## src/pkg/dsc_regs.svh

```systemverilog
// Purpose: named constants for the dual converter link and its controller registers
// Assumes: 32-bit AXI4-Lite data, 100 MHz aclk
// Notes: offsets are byte addresses of aligned words
`ifndef DSC_REGS_SVH
`define DSC_REGS_SVH
`define DSC_RES_W 14
`define DSC_CNT_W 8
`define DSC_CONV_STEPS 8'h0E
`define DSC_OFF_CTRL 4'h0
`define DSC_OFF_STAT 4'h4
`define DSC_OFF_RES_A 4'h8
`define DSC_OFF_RES_B 4'hC
`define DSC_CTRL_START 0
`define DSC_CTRL_PAIR 1
`define DSC_CTRL_SPAN_LO 2
`define DSC_CTRL_SPAN_HI 3
`define DSC_CTRL_REFERENCE_SOURCE_SELECT 4
`define DSC_STAT_BUSY 0
`define DSC_STAT_DONE 1
`define DSC_STAT_REFOK 2
`define DSC_SPAN_RSVD 2'h3
`define DSC_REF_SETTLE_US 70
`define DSC_CLK_MHZ 100
`define DSC_REF_SETTLE_CYC (`DSC_REF_SETTLE_US * `DSC_CLK_MHZ)
`define DSC_SCLK_HALF 4'hF
`define DSC_RESP_OKAY 2'h0
`define DSC_RESP_SLVERR 2'h2
`endif

```

## src/pkg/dsc_pkg.sv

```systemverilog
// Purpose: shared types of the dual converter link
// Assumes: constants come from dsc_regs.svh
// Notes: span codes 0..2 select +-10, +-5, 0..10; 3 is reserved
`include "dsc_regs.svh"
package dsc_pkg;
  typedef logic [`DSC_RES_W-1:0] dsc_result_t;
  typedef enum logic [1:0] {
    DSC_SPAN_PM10 = 2'h0,
    DSC_SPAN_PM5 = 2'h1,
    DSC_SPAN_UNI10 = 2'h2,
    DSC_SPAN_RSVD = 2'h3
  } dsc_span_t;
endpackage

```

## src/pkg/dsc_link_if.sv

```systemverilog
// Purpose: pins between the converter device and its host controller
// Assumes: link_clk is the device's own clock port; serial clock is made by the host
// Notes: all pins one-way
interface dsc_link_if;
  logic conversion_start_n;
  logic channel_pair_sel;
  logic input_span_sel0;
  logic input_span_sel1;
  logic reference_source_select;
  logic busy;
  logic serial_clk;
  logic data_out_a;
  logic data_out_b;
  modport device (
    input conversion_start_n, channel_pair_sel, input_span_sel0, input_span_sel1,
    input reference_source_select, serial_clk,
    output busy, data_out_a, data_out_b
  );
  modport host (
    output conversion_start_n, channel_pair_sel, input_span_sel0, input_span_sel1,
    output reference_source_select, serial_clk,
    input busy, data_out_a, data_out_b
  );
endinterface

```

## src/verilog/dsc_host.sv

```systemverilog
// Purpose: host controller driving conversions and serial reads, with AXI4-Lite registers
// Assumes: aclk 100 MHz; device pins pass two flops before use
// Notes: serial clock made by dividing aclk
//
// The AXI4-Lite slave port and the address map were decided locally.
`include "dsc_regs.svh"
// Behaviour
// - start falling edge holds and starts both
// - busy high throughout both conversions
// - busy low when both conversions done
// - busy falling edge returns to tracking
// - approximation steps clocked by internal oscillator
// - host reads results only after conversion
// - two data outputs share serial clock
// - host holds reference select defined level
// - two span pins choose three spans
// - host keeps span stable in acquisition; span pins follow every control register write with wstrb[0] set, at any time
// - pair select latched at busy rising
// - pair select defaults to first inputs
// - pair 0 first inputs, 1 second
// - results coded in two's complement
// - code steps one LSB of span
// - 16384 codes, 14-bit result width
// - track after busy low, hold at start
// - internal reference needs 70 us settling
module dsc_host
  import dsc_pkg::*;
#(
  parameter int unsigned REF_SETTLE_CYC = `DSC_REF_SETTLE_CYC
)(
  // clock and reset
  input wire logic aclk,
  input wire logic aresetn,
  // axi4-lite slave
  input wire logic [3:0] s_axi_awaddr,
  input wire logic s_axi_awvalid,
  output logic s_axi_awready,
  input wire logic [31:0] s_axi_wdata,
  input wire logic [3:0] s_axi_wstrb,
  input wire logic s_axi_wvalid,
  output logic s_axi_wready,
  output logic [1:0] s_axi_bresp,
  output logic s_axi_bvalid,
  input wire logic s_axi_bready,
  input wire logic [3:0] s_axi_araddr,
  input wire logic s_axi_arvalid,
  output logic s_axi_arready,
  output logic [31:0] s_axi_rdata,
  output logic [1:0] s_axi_rresp,
  output logic s_axi_rvalid,
  input wire logic s_axi_rready,
  // link pins
  dsc_link_if.host link
);
  import dsc_pkg::*;

  ////////////////////////////////////////////////////////////
  typedef enum logic [3:0] {
    DSC_H_IDLE = 4'h1,
    DSC_H_WAIT_HI = 4'h2,
    DSC_H_WAIT_LO = 4'h4,
    DSC_H_READ = 4'h8
  } dsc_hstate_t;

  typedef struct packed {
    dsc_hstate_t st;
    logic aw_got;
    logic [3:0] aw_addr;
    logic w_got;
    logic [31:0] w_data;
    logic bvalid;
    logic [1:0] bresp;
    logic rvalid;
    logic [31:0] rdata;
    logic [1:0] rresp;
    logic [4:0] ctrl;
    logic done;
    logic [31:0] settle;
    logic [1:0] busy_sync;
    logic [1:0] da_sync;
    logic [1:0] db_sync;
    logic conversion_start_n_n;
    logic sclk;
    logic [3:0] div;
    logic [4:0] bits;
    dsc_result_t res_a;
    dsc_result_t res_b;
  } dsc_host_t;

  dsc_host_t r;
  dsc_host_t next_r;

  function automatic logic dsc_ref_ok(dsc_host_t s);
    dsc_ref_ok = (s.settle == '0);
  endfunction

  function automatic logic [31:0] dsc_sext(dsc_result_t v);
    dsc_sext = {{(32-`DSC_RES_W){v[`DSC_RES_W-1]}}, v};
  endfunction

  ////////////////////////////////////////////////////////////
  always_comb begin
    next_r = r;
    next_r.busy_sync = {r.busy_sync[0], link.busy};
    next_r.da_sync = {r.da_sync[0], link.data_out_a};
    next_r.db_sync = {r.db_sync[0], link.data_out_b};
    if (r.settle != '0) next_r.settle = r.settle - 32'h1;
    // write channel
    if (s_axi_awvalid && !r.aw_got && !r.bvalid) begin
      next_r.aw_got = 1'b1;
      next_r.aw_addr = s_axi_awaddr;
    end
    if (s_axi_wvalid && !r.w_got && !r.bvalid) begin
      next_r.w_got = 1'b1;
      next_r.w_data = s_axi_wdata;
    end
    if (r.aw_got && r.w_got) begin
      next_r.aw_got = 1'b0;
      next_r.w_got = 1'b0;
      next_r.bvalid = 1'b1;
      next_r.bresp = `DSC_RESP_OKAY;
      if (r.aw_addr == `DSC_OFF_CTRL) begin
        if (s_axi_wstrb[0]) next_r.ctrl = r.w_data[4:0];
      end else next_r.bresp = `DSC_RESP_SLVERR;
    end
    if (r.bvalid && s_axi_bready) next_r.bvalid = 1'b0;
    // read channel
    if (s_axi_arvalid && !r.rvalid) begin
      next_r.rvalid = 1'b1;
      next_r.rresp = `DSC_RESP_OKAY;
      case (s_axi_araddr)
        `DSC_OFF_CTRL: next_r.rdata = {27'h0, r.ctrl};
        `DSC_OFF_STAT: next_r.rdata = {29'h0, dsc_ref_ok(r), r.done, r.st != DSC_H_IDLE};
        `DSC_OFF_RES_A: next_r.rdata = dsc_sext(r.res_a);
        `DSC_OFF_RES_B: next_r.rdata = dsc_sext(r.res_b);
        default: begin
          next_r.rdata = 32'h0;
          next_r.rresp = `DSC_RESP_SLVERR;
        end
      endcase
    end
    if (r.rvalid && s_axi_rready) next_r.rvalid = 1'b0;
    // conversion sequencer
    case (r.st)
      DSC_H_IDLE: begin
        // with the internal reference chosen, starts wait until it has settled
        if (r.ctrl[`DSC_CTRL_START] && (dsc_ref_ok(r) || !r.ctrl[`DSC_CTRL_REFERENCE_SOURCE_SELECT])) begin
          next_r.ctrl[`DSC_CTRL_START] = 1'b0;
          next_r.done = 1'b0;
          next_r.conversion_start_n_n = 1'b0;
          next_r.st = DSC_H_WAIT_HI;
        end
      end
      DSC_H_WAIT_HI: if (r.busy_sync[1]) begin
        next_r.conversion_start_n_n = 1'b1;
        next_r.st = DSC_H_WAIT_LO;
      end
      DSC_H_WAIT_LO: if (!r.busy_sync[1]) begin
        next_r.bits = 5'h0;
        next_r.div = 4'h0;
        next_r.st = DSC_H_READ;
      end
      DSC_H_READ: begin
        next_r.div = r.div + 4'h1;
        if (r.div == `DSC_SCLK_HALF) begin
          next_r.div = 4'h0;
          next_r.sclk = ~r.sclk;
          if (!r.sclk) begin
            // rising edge: sample both lines
            next_r.res_a = {r.res_a[`DSC_RES_W-2:0], r.da_sync[1]};
            next_r.res_b = {r.res_b[`DSC_RES_W-2:0], r.db_sync[1]};
            next_r.bits = r.bits + 5'h1;
          end else if (r.bits == 5'(`DSC_RES_W)) begin
            // clock parks high: no extra shift edge at the device
            next_r.sclk = 1'b1;
            next_r.done = 1'b1;
            next_r.st = DSC_H_IDLE;
          end
        end
      end
      default: next_r.st = DSC_H_IDLE;
    endcase
  end

  ////////////////////////////////////////////////////////////
  always_ff @(posedge aclk) begin
    if (!aresetn) begin
      r <= '0;
      r.st <= DSC_H_IDLE;
      r.conversion_start_n_n <= 1'b1;
      r.sclk <= 1'b1;
      r.ctrl <= 5'h10;
      r.settle <= REF_SETTLE_CYC;
    end else begin
      r <= next_r;
    end
  end

  ////////////////////////////////////////////////////////////
  assign s_axi_awready = !r.aw_got && !r.bvalid;
  assign s_axi_wready = !r.w_got && !r.bvalid;
  assign s_axi_bvalid = r.bvalid;
  assign s_axi_bresp = r.bresp;
  assign s_axi_arready = !r.rvalid;
  assign s_axi_rvalid = r.rvalid;
  assign s_axi_rdata = r.rdata;
  assign s_axi_rresp = r.rresp;
  assign link.conversion_start_n = r.conversion_start_n_n;
  assign link.serial_clk = r.sclk;
  assign link.channel_pair_sel = r.ctrl[`DSC_CTRL_PAIR];
  assign link.input_span_sel0 = r.ctrl[`DSC_CTRL_SPAN_LO];
  assign link.input_span_sel1 = r.ctrl[`DSC_CTRL_SPAN_HI];
  assign link.reference_source_select = r.ctrl[`DSC_CTRL_REFERENCE_SOURCE_SELECT];
endmodule

```

## src/flat_wrapper.sv

```systemverilog
// flat-port wrapper written by rule: the top's interface ports become plain ports
module dsc_host_flat import dsc_pkg::*;
#(
  parameter int unsigned REF_SETTLE_CYC = `DSC_REF_SETTLE_CYC
)
  (aclk, aresetn, s_axi_awaddr, s_axi_awvalid, s_axi_awready, s_axi_wdata, s_axi_wstrb, s_axi_wvalid, s_axi_wready, s_axi_bresp, s_axi_bvalid, s_axi_bready, s_axi_araddr, s_axi_arvalid, s_axi_arready, s_axi_rdata, s_axi_rresp, s_axi_rvalid, s_axi_rready, link_conversion_start_n, link_channel_pair_sel, link_input_span_sel0, link_input_span_sel1, link_reference_source_select, link_serial_clk, link_busy, link_data_out_a, link_data_out_b);
  dsc_link_if link_i ();
  input wire logic aclk;
  input wire logic aresetn;
  input wire logic [3:0] s_axi_awaddr;
  input wire logic s_axi_awvalid;
  output logic s_axi_awready;
  input wire logic [31:0] s_axi_wdata;
  input wire logic [3:0] s_axi_wstrb;
  input wire logic s_axi_wvalid;
  output logic s_axi_wready;
  output logic [1:0] s_axi_bresp;
  output logic s_axi_bvalid;
  input wire logic s_axi_bready;
  input wire logic [3:0] s_axi_araddr;
  input wire logic s_axi_arvalid;
  output logic s_axi_arready;
  output logic [31:0] s_axi_rdata;
  output logic [1:0] s_axi_rresp;
  output logic s_axi_rvalid;
  input wire logic s_axi_rready;
  output wire logic [$bits(link_i.conversion_start_n)-1:0] link_conversion_start_n;
  output wire logic [$bits(link_i.channel_pair_sel)-1:0] link_channel_pair_sel;
  output wire logic [$bits(link_i.input_span_sel0)-1:0] link_input_span_sel0;
  output wire logic [$bits(link_i.input_span_sel1)-1:0] link_input_span_sel1;
  output wire logic [$bits(link_i.reference_source_select)-1:0] link_reference_source_select;
  output wire logic [$bits(link_i.serial_clk)-1:0] link_serial_clk;
  input wire logic [$bits(link_i.busy)-1:0] link_busy;
  input wire logic [$bits(link_i.data_out_a)-1:0] link_data_out_a;
  input wire logic [$bits(link_i.data_out_b)-1:0] link_data_out_b;
  assign link_conversion_start_n = link_i.conversion_start_n;
  assign link_channel_pair_sel = link_i.channel_pair_sel;
  assign link_input_span_sel0 = link_i.input_span_sel0;
  assign link_input_span_sel1 = link_i.input_span_sel1;
  assign link_reference_source_select = link_i.reference_source_select;
  assign link_serial_clk = link_i.serial_clk;
  assign link_i.busy = link_busy;
  assign link_i.data_out_a = link_data_out_a;
  assign link_i.data_out_b = link_data_out_b;
  dsc_host #(.REF_SETTLE_CYC(REF_SETTLE_CYC)) u_core (.aclk(aclk), .aresetn(aresetn), .s_axi_awaddr(s_axi_awaddr), .s_axi_awvalid(s_axi_awvalid), .s_axi_awready(s_axi_awready), .s_axi_wdata(s_axi_wdata), .s_axi_wstrb(s_axi_wstrb), .s_axi_wvalid(s_axi_wvalid), .s_axi_wready(s_axi_wready), .s_axi_bresp(s_axi_bresp), .s_axi_bvalid(s_axi_bvalid), .s_axi_bready(s_axi_bready), .s_axi_araddr(s_axi_araddr), .s_axi_arvalid(s_axi_arvalid), .s_axi_arready(s_axi_arready), .s_axi_rdata(s_axi_rdata), .s_axi_rresp(s_axi_rresp), .s_axi_rvalid(s_axi_rvalid), .s_axi_rready(s_axi_rready), .link(link_i));
endmodule
```

## config.mk

```make
export PLATFORM = sky130hd
export DESIGN_NAME = dsc_host_flat
export DESIGN_NICKNAME = d
export VERILOG_FILES = /design/src/pkg/dsc_pkg.sv /design/src/pkg/dsc_link_if.sv /design/src/verilog/dsc_host.sv /design/src/flat_wrapper.sv
export VERILOG_INCLUDE_DIRS = /design/src /design/src/pkg
export SDC_FILE = /design/constraint.sdc
export NUM_CORES = 1
export LEC_CHECK = 0
export BUFFER_PORTS_ARGS = -buffer_cell sky130_fd_sc_hd__buf_2
export CORE_ASPECT_RATIO = 0.5
export CORE_MARGIN = 8
export CORE_UTILIZATION = 30
export DETAILED_ROUTE_END_ITERATION = 8
export PLACE_DENSITY = 0.46
export SKIP_LAST_GASP = 1
export SYNTH_ARGS = -nofsm -noshare
export SYNTH_HDL_FRONTEND = slang
export SYNTH_SLANG_ARGS = --single-unit
```

## constraint.sdc

```tcl
create_clock -name aclk -period 2.46 [get_ports aclk]
set_clock_uncertainty 0.05 [all_clocks]
set_input_delay 0.615 -clock aclk [delete_from_list [all_inputs] [get_ports aclk]]
set_output_delay 0.615 -clock aclk [all_outputs]
set_load 0.1 [all_outputs]
```

# Yosys cells after proc, flatten, opt, wreduce, memory -nomap -nowiden
# Cells that the tools add are included.
# totals
reg_bits	136
n_memories	0
out_inout_bits	47
mem_bits_rw	0
romBits	0
latch_bits	0
in_bits	54
# classes
order_cmp	0
n_eq_ne	17
mux	28
div_mod_pow	0
reduce_logical	36
multipliers	0
shift	0
n_bitwise	2
addsub	3
# op_table
operator	count
$pmux W32 S4	1
$mux W37	1
$mux W33	1
$logic_not A32 Y1	1
$reduce_bool A32 Y1	1
$sub A32 B1 Y32 const B	1
$mux W4	6
$pmux W9 S2	1
$eq A4 B4 Y1 const B	4
$pmux W4 S4	1
$logic_and A1 B1 Y1	11
$mux W1	11
$ne A2 B1 Y1 const B	5
$mux W9	1
$reduce_and A3 Y1	3
$eq A4 B3 Y1 const B	2
$logic_not A4 Y1	2
$mux W2	3
$reduce_and A6 Y1	1
$reduce_bool A2 Y1	3
$reduce_or A2 Y1	3
$add A5 B1 Y5 const B	1
$eq A5 B4 Y1 const B	1
$logic_not A1 Y1	5
other kinds (12)	16

# Depth between registers and ports, before layout
# Gate-level depths: netlist of run 1.
# depth
ltp_word	5
mapped_depth	8
depth_no_buf	6

# Worst setup path before layout of run 1
# Ideal clock, no wire load.
# synth_path
path_type	reg2reg
start	reg u_core.r (netlist bit u_core.s_axi_bvalid)
end	reg u_core.r[121] (netlist name)
required_time_ps	2282
arrival_time_ps	2882
setup_ps	128
path_buffers	1
synth_period_minus_slack_ps	3059
path_stages_with_launch	6
slack_ps	-599
cell_sequence	dfxtp_1 -> nor2_1 -> and2_1 -> clkbuf_1 -> mux2i_1 -> nor2_1
# synth_between
elab_chain_len	2
# synth_rtl
element	line_no	text
from (decl)	dsc_host.sv:90	dsc_host_t r;
from (signal assigned)	dsc_host.sv:195	r <= next_r;
$logic_not A1 Y1	dsc_host.sv:113	if (s_axi_wvalid && !r.w_got && !r.bvalid) begin
$logic_and A1 B1 Y1	dsc_host.sv:113	
# No other way between the ends.
# A chain may end at the register's enable or synchronous reset.

# Final worst setup path of run 1
# layout_path
start	reg u_core.r[68] (netlist name)
end	reg u_core.r[76] (netlist name)
# layout_between
elab_chain_len	1
elab_cells_between_ends	2
classes_between	1 x add/sub; 1 x reduce/logical
# layout_rtl
element	line_no	text
$sub A32 B1 Y32 / $reduce_bool A32 Y1 (equally long branches)	dsc_host.sv:107	if (r.settle != '0) next_r.settle = r.settle - 32'h1;
# Parallel ways exist; a longest one is shown, timed or not.

==> results of run 1 <==
[repair_timing]
item / 4_1_cts / 5_1_grt
hold buffers: 0 / 0
resized for setup: 0 / 1
endpoints found under the hold margin: 0 / 0
endpoints found under the setup margin: 0 / 3
[kinds of logic after synthesis]
group / after synthesis / share of synthesized area
xor+xnor: 15 / 0.0247
simple gates: 273 / 0.255
compound gates: 106 / 0.124
mux: 31 / 0.0640
other cells: 1 / 0.000706
flops: 116 / 0.437
fa+ha+maj: 4 / 0.00942
buf+inv: 79 / 0.0852
[registers in the layout, summed over array words and instances (netlist names)]
signal / count
u_core.r: 89
u_core.link.channel_pair_sel: 1
u_core.link.serial_clk: 1
u_core.link.reference_source_select: 1
u_core.link.input_span_sel1: 1
u_core.s_axi_bresp: 1
u_core.s_axi_rdata: 14
u_core.next_r: 3
u_core.link.input_span_sel0: 1
u_core.s_axi_bvalid: 1
u_core.link.conversion_start_n: 1
u_core.s_axi_rresp: 1
u_core.s_axi_rvalid: 1
[cells in the mapped netlist, types with 5 or more instances]
| cell type | number | share of area |
|---|---|---|
| a21oi_1 | 63 | 0.059 |
| and2_1 | 9 | 0.011 |
| buf_2 | 5 | 0.0047 |
| buf_4 | 36 | 0.051 |
| clkbuf_1 | 26 | 0.018 |
| dfxtp_1 | 116 | 0.44 |
| inv_1 | 10 | 0.0071 |
| mux2i_1 | 25 | 0.047 |
| nand2_1 | 91 | 0.064 |
| nand2b_1 | 11 | 0.013 |
| nand3_1 | 21 | 0.020 |
| nand4_1 | 5 | 0.0059 |
| nor2_1 | 62 | 0.044 |
| nor3_1 | 22 | 0.021 |
| nor4_1 | 7 | 0.0082 |
| o21ai_0 | 9 | 0.0085 |
| o31ai_1 | 6 | 0.0085 |
| or3_1 | 10 | 0.012 |
| or4_1 | 11 | 0.016 |
| xnor2_1 | 9 | 0.015 |
| xor2_1 | 6 | 0.0099 |
[cell type report]
type | instances | area [um^2] | area share
clock inverters | 14 | 176 | 0.0276
repair buffers | 93 | 553 | 0.0865
clock buffers | 18 | 439 | 0.0687
flip-flops and latches | 116 | 2320 | 0.363
inverters | 10 | 41.3 | 0.00646
multi-input cells | 431 | 2570 | 0.402
well taps | 234 | 293 | 0.0458
[stage by stage]
step / std cells / hold slack (ns) / util / setup slack [ns] / cell area (um^2)
3_5_place_dp: 884 / 0.368 / 0.333 / 0.102 / 5770
5_1_grt: 916 / 0.367 / 0.368 / 0.0102 / 6390
6_report: 916 / 0.358 / 0.368 / 0.135 / 6390
2_1_floorplan: 626 / 0.362 / - / 0.0752 / 5340
4_1_cts: 916 / 0.340 / 0.368 / 0.0891 / 6390
3_3_place_gp: 884 / 0.365 / 0.333 / 0.118 / 5770
[critical path: stages, from the launching register on]
cell and delay, ns:
dfxtp_1 0.34, or4_1 0.63, or4_1 0.45, or3_1 0.35
o311ai_1 0.28, o41ai_1 0.11
[power breakdown]
part	leakage [nW]	internal, mW	switching, mW	total (mW)
combinational	1.23	0.0995	0.222	0.322
sequential	0.940	1.91	0.0285	1.94
clock	0.298	1.63	0.939	2.57
total	2.47	3.65	1.19	4.84
[final timing paths]
| check | from | end | slack [ns] | depth (start not counted) |
|---|---|---|---|---|
| setup / recovery | u_core.r[68] | u_core.r[76] | 0.13 | 5 |
| hold / removal | link_data_out_b | u_core.next_r[40] | 0.36 | 2 |
| setup reg to reg | u_core.r[68] | u_core.r[76] | 0.13 | 5 |
| hold reg to reg | u_core.next_r[42] | u_core.r[42] | 0.38 | 1 |
[per-layer routing]
metal | track usage | part of all wire
met5 | 0 | 0
met4 | 0.0439 | 0.012
met3 | 0.0309 | 0.045
met2 | 0.186 | 0.45
met1 | 0.140 | 0.49
==> results.txt, run 1 <==
The number of levels the H-tree was split into came out at 4. The total I/O pin count is 101. The cell count after synthesis came out at 625. The first global-routing pass estimated 20.5 mm of wire. The sequential area share after synthesis came out at 0.437. The average wire per standard cell came out at 13.5 um.

The initial antenna violation count is 0. The number of antenna diodes in the final layout is 0. The actual slew at the worst max-slew pin is 0.541 ns.

The library cells used most frequently in the layout, excluding fill and tap cells, are dfxtp_1, nand2_1, buf_2, a21oi_1, nor2_1. The startpoint class of the critical path is a flip-flop. The setup TNS came out at 0 ns. Setup repair after global routing left no endpoint under its margin. The count of input and output buffers came out at 68. The largest net degree at the start of global routing came out at 41. The number of clock buffers added by TritonCTS is 17. The number of nets in the layout came out at 727. Across every metal layer, demand over resource in global routing totals 0.113. Row generation in the floorplan step produced 34 rows. The first detailed-routing pass took 4 iterations. In this run the static leakage power is 2.47 nW. For this run, the number of Yosys warnings is 0.

For the finished layout, the period the worst path requires is 2.33 ns. The die area is 0.0225 mm^2. The final routed DRC violation total came out at 0.

From synthesis to final layout, the design area changed by 20.3%. For this run, the top clock speed supported by timing is 0.430 GHz. The via count of the first global-routing pass came out at 4,182.

The maximum VDD drop is 0.379 mV. The placer's final routability congestion estimate came out at 0.731. The clock edge transition at the registers on the reported setup and hold paths came out at 0.06 ns.

The average instance area after synthesis is 8.50 um^2. From bottom edge to top edge, the die measures 110 um. The signal arrival time at the worst endpoint is 2.56 ns. The post-CTS setup repair buffer count came out at 0. The run finished with clean final reports. TritonCTS built the clock tree. The power after layout came out at 4.84 mW. The via count of the routed design came out at 4,274. The combined area of all synthesized cells came out at 0.00532 mm^2. The fill cell total of the finished layout is 1,807. The number of flip-flops and latches in the synthesized netlist came out at 116. In the synthesized netlist the dominant register cell turns out to be dfxtp_1.

The routed via count divided by cell count came out at 4.67. The hold violation count in the final report came out at 0. In the finished design, the share of the clock period the worst path needs comes to 0.945. The proportion of register bits with asynchronous set or reset after synthesis is 0. The type of the tightest min-delay check is in -> reg.

The maximum fanout count along the critical path is 6. The DRC marker count from the first detailed-route iteration is 129. The clock root buffer is clkbuf_16. The worst pin sits at a relative slew slack of 0.636. The count of distinct cell types in the synthesized netlist is 54. The wire length after detailed routing came out at 12.4 mm. The final setup violation count is 0. The effective utilization at floorplan is 0.306. The HPWL reported at the end of detailed placement came out at 8.62 mm.

The setup path with the least slack is of type reg -> reg. The total of max-cap violations is 0. From left edge to right edge, the die measures 204 um.

Counting flops with a built-in enable in the synthesized netlist gives 0. Leaving out fill and tap cells, the most frequent cell in the layout is dfxtp_1. STA classifies the critical path endpoint as a flip-flop. The proportion of layout cells with a drive suffix above 1 came out at 0.227.

The power density over cell area is 756 mW/mm^2. The number of buffers between clock root and the deepest sink is 2. The core box area is 0.0174 mm^2. The clock latency on the worst-skew pair is 0.41 ns.

The remaining global-route overflow came out at 0. The final-report max-slew violation count is 0. The required time of the critical path came out at 2.70 ns.

The number of sinks driven by the clock tree is 116. Once detail routing completed, the nets flagged for antenna violations numbered 0.
Power figures use the tool's default switching activity.
==> inputs of run 2 (changes only) <==
--- a/config.mk
+++ b/config.mk
@@ -10,6 +10,7 @@
 export CORE_ASPECT_RATIO = 0.5
 export CORE_MARGIN = 8
 export CORE_UTILIZATION = 30
+export CTS_BUF_LIST = sky130_fd_sc_hd__clkbuf_8
 export DETAILED_ROUTE_END_ITERATION = 8
 export PLACE_DENSITY = 0.46
 export SKIP_LAST_GASP = 1
==> run 2 against run 1 <==
Critical path depth stayed put; worst hold slack worse by 0.017 ns; non-clock buffer count unchanged; global-route usage is essentially flat; wire length shrank 0.23%; power fell by 14%; count of clock-buffer cells in the layout unchanged; die area is the same.
==> results.txt, run 2 (synthesis results as in run 1) <==
The signal arrival time at the worst endpoint was 2.58 ns (+0.02 ns). The fraction of the cycle the final worst path needs came to 0.944 (-0.00133). The proportion of layout cells with a drive suffix above 1 came out at 0.227 (unchanged). The initial antenna violation count came out at 0 (unchanged).

The register area was 0.00232 mm^2 (unchanged). The largest net degree at the start of global routing came out at 41 (unchanged). In the layout the commonest cells are dfxtp_1, nand2_1, buf_2, a21oi_1, nor2_1. The wire length of the first global-routing pass came out at 20.4 mm (-0.57%). The clock latency on the worst-skew pair is 0.43 ns (+0.02 ns).

The cell sitting at the root of the clock tree is a clkbuf_8. The final-report max-slew violation count was 0 (unchanged). u_core.r holds more flip-flops than any other register. The number of flip-flops in the largest register came out at 89 (unchanged).

The power density over cell area came out at 669 mW/mm^2 (-12%). TritonCTS built the clock tree. The core box area is 0.0174 mm^2 (unchanged). The final setup violation count came out at 0 (unchanged). The highest achievable clock rate was 0.431 GHz (+0.14%). The die area came out at 0.0225 mm^2 (unchanged).

Setup repair after global routing left no endpoint under its margin. Among all stages on the critical path, the largest delay is contributed by or4_1. The combined area of the multi-input logic cells is 0.00257 mm^2 (unchanged). The hold violation count in the final report came out at 0 (unchanged).

The via count of the first global-routing pass came out at 4,196 (+0.33%). The number of placement rows is 34 (unchanged). The post-CTS setup repair buffer count came out at 0 (unchanged).

The number of iterations in the first detailed-routing pass is 4 (unchanged). The number of buffers between clock root and the deepest sink is 2 (unchanged). The signal on the critical path passes through or4_1, or4_1, or3_1, o311ai_1, o41ai_1.

The static leakage power came out at 2.38 nW (-3.5%). The fill cell total of the finished layout is 1,832 (+1.4%). The total I/O pin count is 101 (unchanged). The startpoint class of the critical path is a flip-flop. The setup TNS is 0 ns (unchanged). The clock edge transition at the registers on the reported setup and hold paths is 0.08 ns (+0.02 ns). The routed via count divided by cell count was 4.66 (-0.23%). The most common library cell in the layout ignoring fill and taps is dfxtp_1. The DRC marker count from the first detailed-route iteration is 166 (+29%). The total of max-cap violations is 0 (unchanged). The HPWL reported at the end of detailed placement came out at 8.62 mm (unchanged). The final design area excluding fillers is 0.00620 mm^2 (-3.0%). The actual slew at the worst max-slew pin is 0.532 ns (-0.00914 ns). The overall routing resource usage came out at 0.112 (-0.000436). The number of nets in the layout came out at 727 (unchanged). The final antenna diode count came out at 0 (unchanged). The via count of the routed design is 4,264 (-0.23%). The die boundary height was 110 um (unchanged). The final routed DRC violation total came out at 0 (unchanged). The required time of the critical path is 2.72 ns (+0.02 ns). The number of sinks driven by the clock tree is 116 (unchanged). The wire length after detailed routing is 12.4 mm (-0.23%). The overall die width came out at 204 um (unchanged). The number of buffers created by CTS is 17 (unchanged).

The effective utilization at floorplan came to 0.306 (unchanged). The placer's final routability congestion estimate was 0.731 (unchanged). The antenna violation net count after detailed routing is 0 (unchanged). The cell seen most often among critical-path stages is or4_1. The maximum fanout count along the critical path is 6 (unchanged). The worst setup path category is reg -> reg.

In this run the worst hold path is classified as in -> reg. The number of levels the H-tree was split into came out at 4 (unchanged). The biggest cell delay along the critical path is 0.62 ns (about the same).

The maximum VDD drop is 0.320 mV (-16%). The worst relative slew slack is 0.643 (+0.00615). The minimum clock period came to 2.32 ns (-0.00327 ns). The count of input and output buffers is 68 (unchanged). The flow ran to the end, and the final reports show no timing, DRC or antenna violations. STA classifies the critical path endpoint as a flip-flop. The remaining global-route overflow came out at 0 (unchanged). The average wire per standard cell came to 13.5 um (-0.23%). The post-synthesis to final-layout area growth is 16.7%. The placed standard-cell area came out at 0.00577 mm^2 (unchanged).
==> run 2: cell types whose count changed in the layout (fill, tap and decap cells not counted) <==
cell and change:
clkbuf_8 +17, clkbuf_16 -17
==> run 2: routing by layer <==
layer / vias to the layer above / global-route usage / wire length (um)
met5: - / 0 / 0
met4: 0 / 0.0424 / 128
met3: 10 / 0.0321 / 497
met2: 55 / 0.187 / 5600
met1: 1983 / 0.138 / 6140
li1: 2216 / - / -
==> run 2: cell type report <==
cell class | count | share of cell area
inverter | 10 | 0.00666
multi-input combinational | 431 | 0.414
timing repair buffer | 93 | 0.0891
clock inverter | 14 | 0.0284
tap | 234 | 0.0472
clock buffer | 18 | 0.0399
sequential | 116 | 0.375
==> run 2: timing repair <==
item,CTS,global route
hold endpoints to repair,0,0
hold buffers,0,0
endpoints found under the setup margin,0,3
resized for setup,0,1
==> run 2: final timing paths <==
check | startpoint | end | slack (ns) | cells past startpoint
max | u_core.r[68] | u_core.r[76] | 0.14 | 5
min | link_data_out_b | u_core.next_r[40] | 0.34 | 2
max reg2reg | u_core.r[68] | u_core.r[76] | 0.14 | 5
min reg2reg | u_core.next_r[42] | u_core.r[42] | 0.39 | 1
==> run 2: critical path, delay by kind of cell, from the launching register on <==
kind / cells / cell delay, ns
and+or+nand+nor: 3 / 1.42
AOI/OAI and AO/OA: 2 / 0.39
DFF: 1 / 0.35
==> run 2: per-stage QoR <==
step / hold WS [ns] / power, mW / cells / setup WS [ns] / utilization
2_1_floorplan: 0.362 / 2.22 / 626 / 0.0752 / -
3_3_place_gp: 0.365 / 2.31 / 884 / 0.118 / 0.333
3_5_place_dp: 0.368 / 2.31 / 884 / 0.102 / 0.333
4_1_cts: 0.315 / 4.22 / 916 / 0.0845 / 0.357
5_1_grt: 0.330 / 4.33 / 916 / 0.00481 / 0.357
6_report: 0.340 / 4.15 / 916 / 0.138 / 0.357
==> run 2: where the power goes <==
| group | switching [mW] | internal [mW] | leakage, nW |
|---|---|---|---|
| clock | 0.846 | 1.04 | 0.210 |
| combinational | 0.222 | 0.0995 | 1.23 |
| sequential | 0.0286 | 1.91 | 0.940 |
| total | 1.10 | 3.05 | 2.38 |
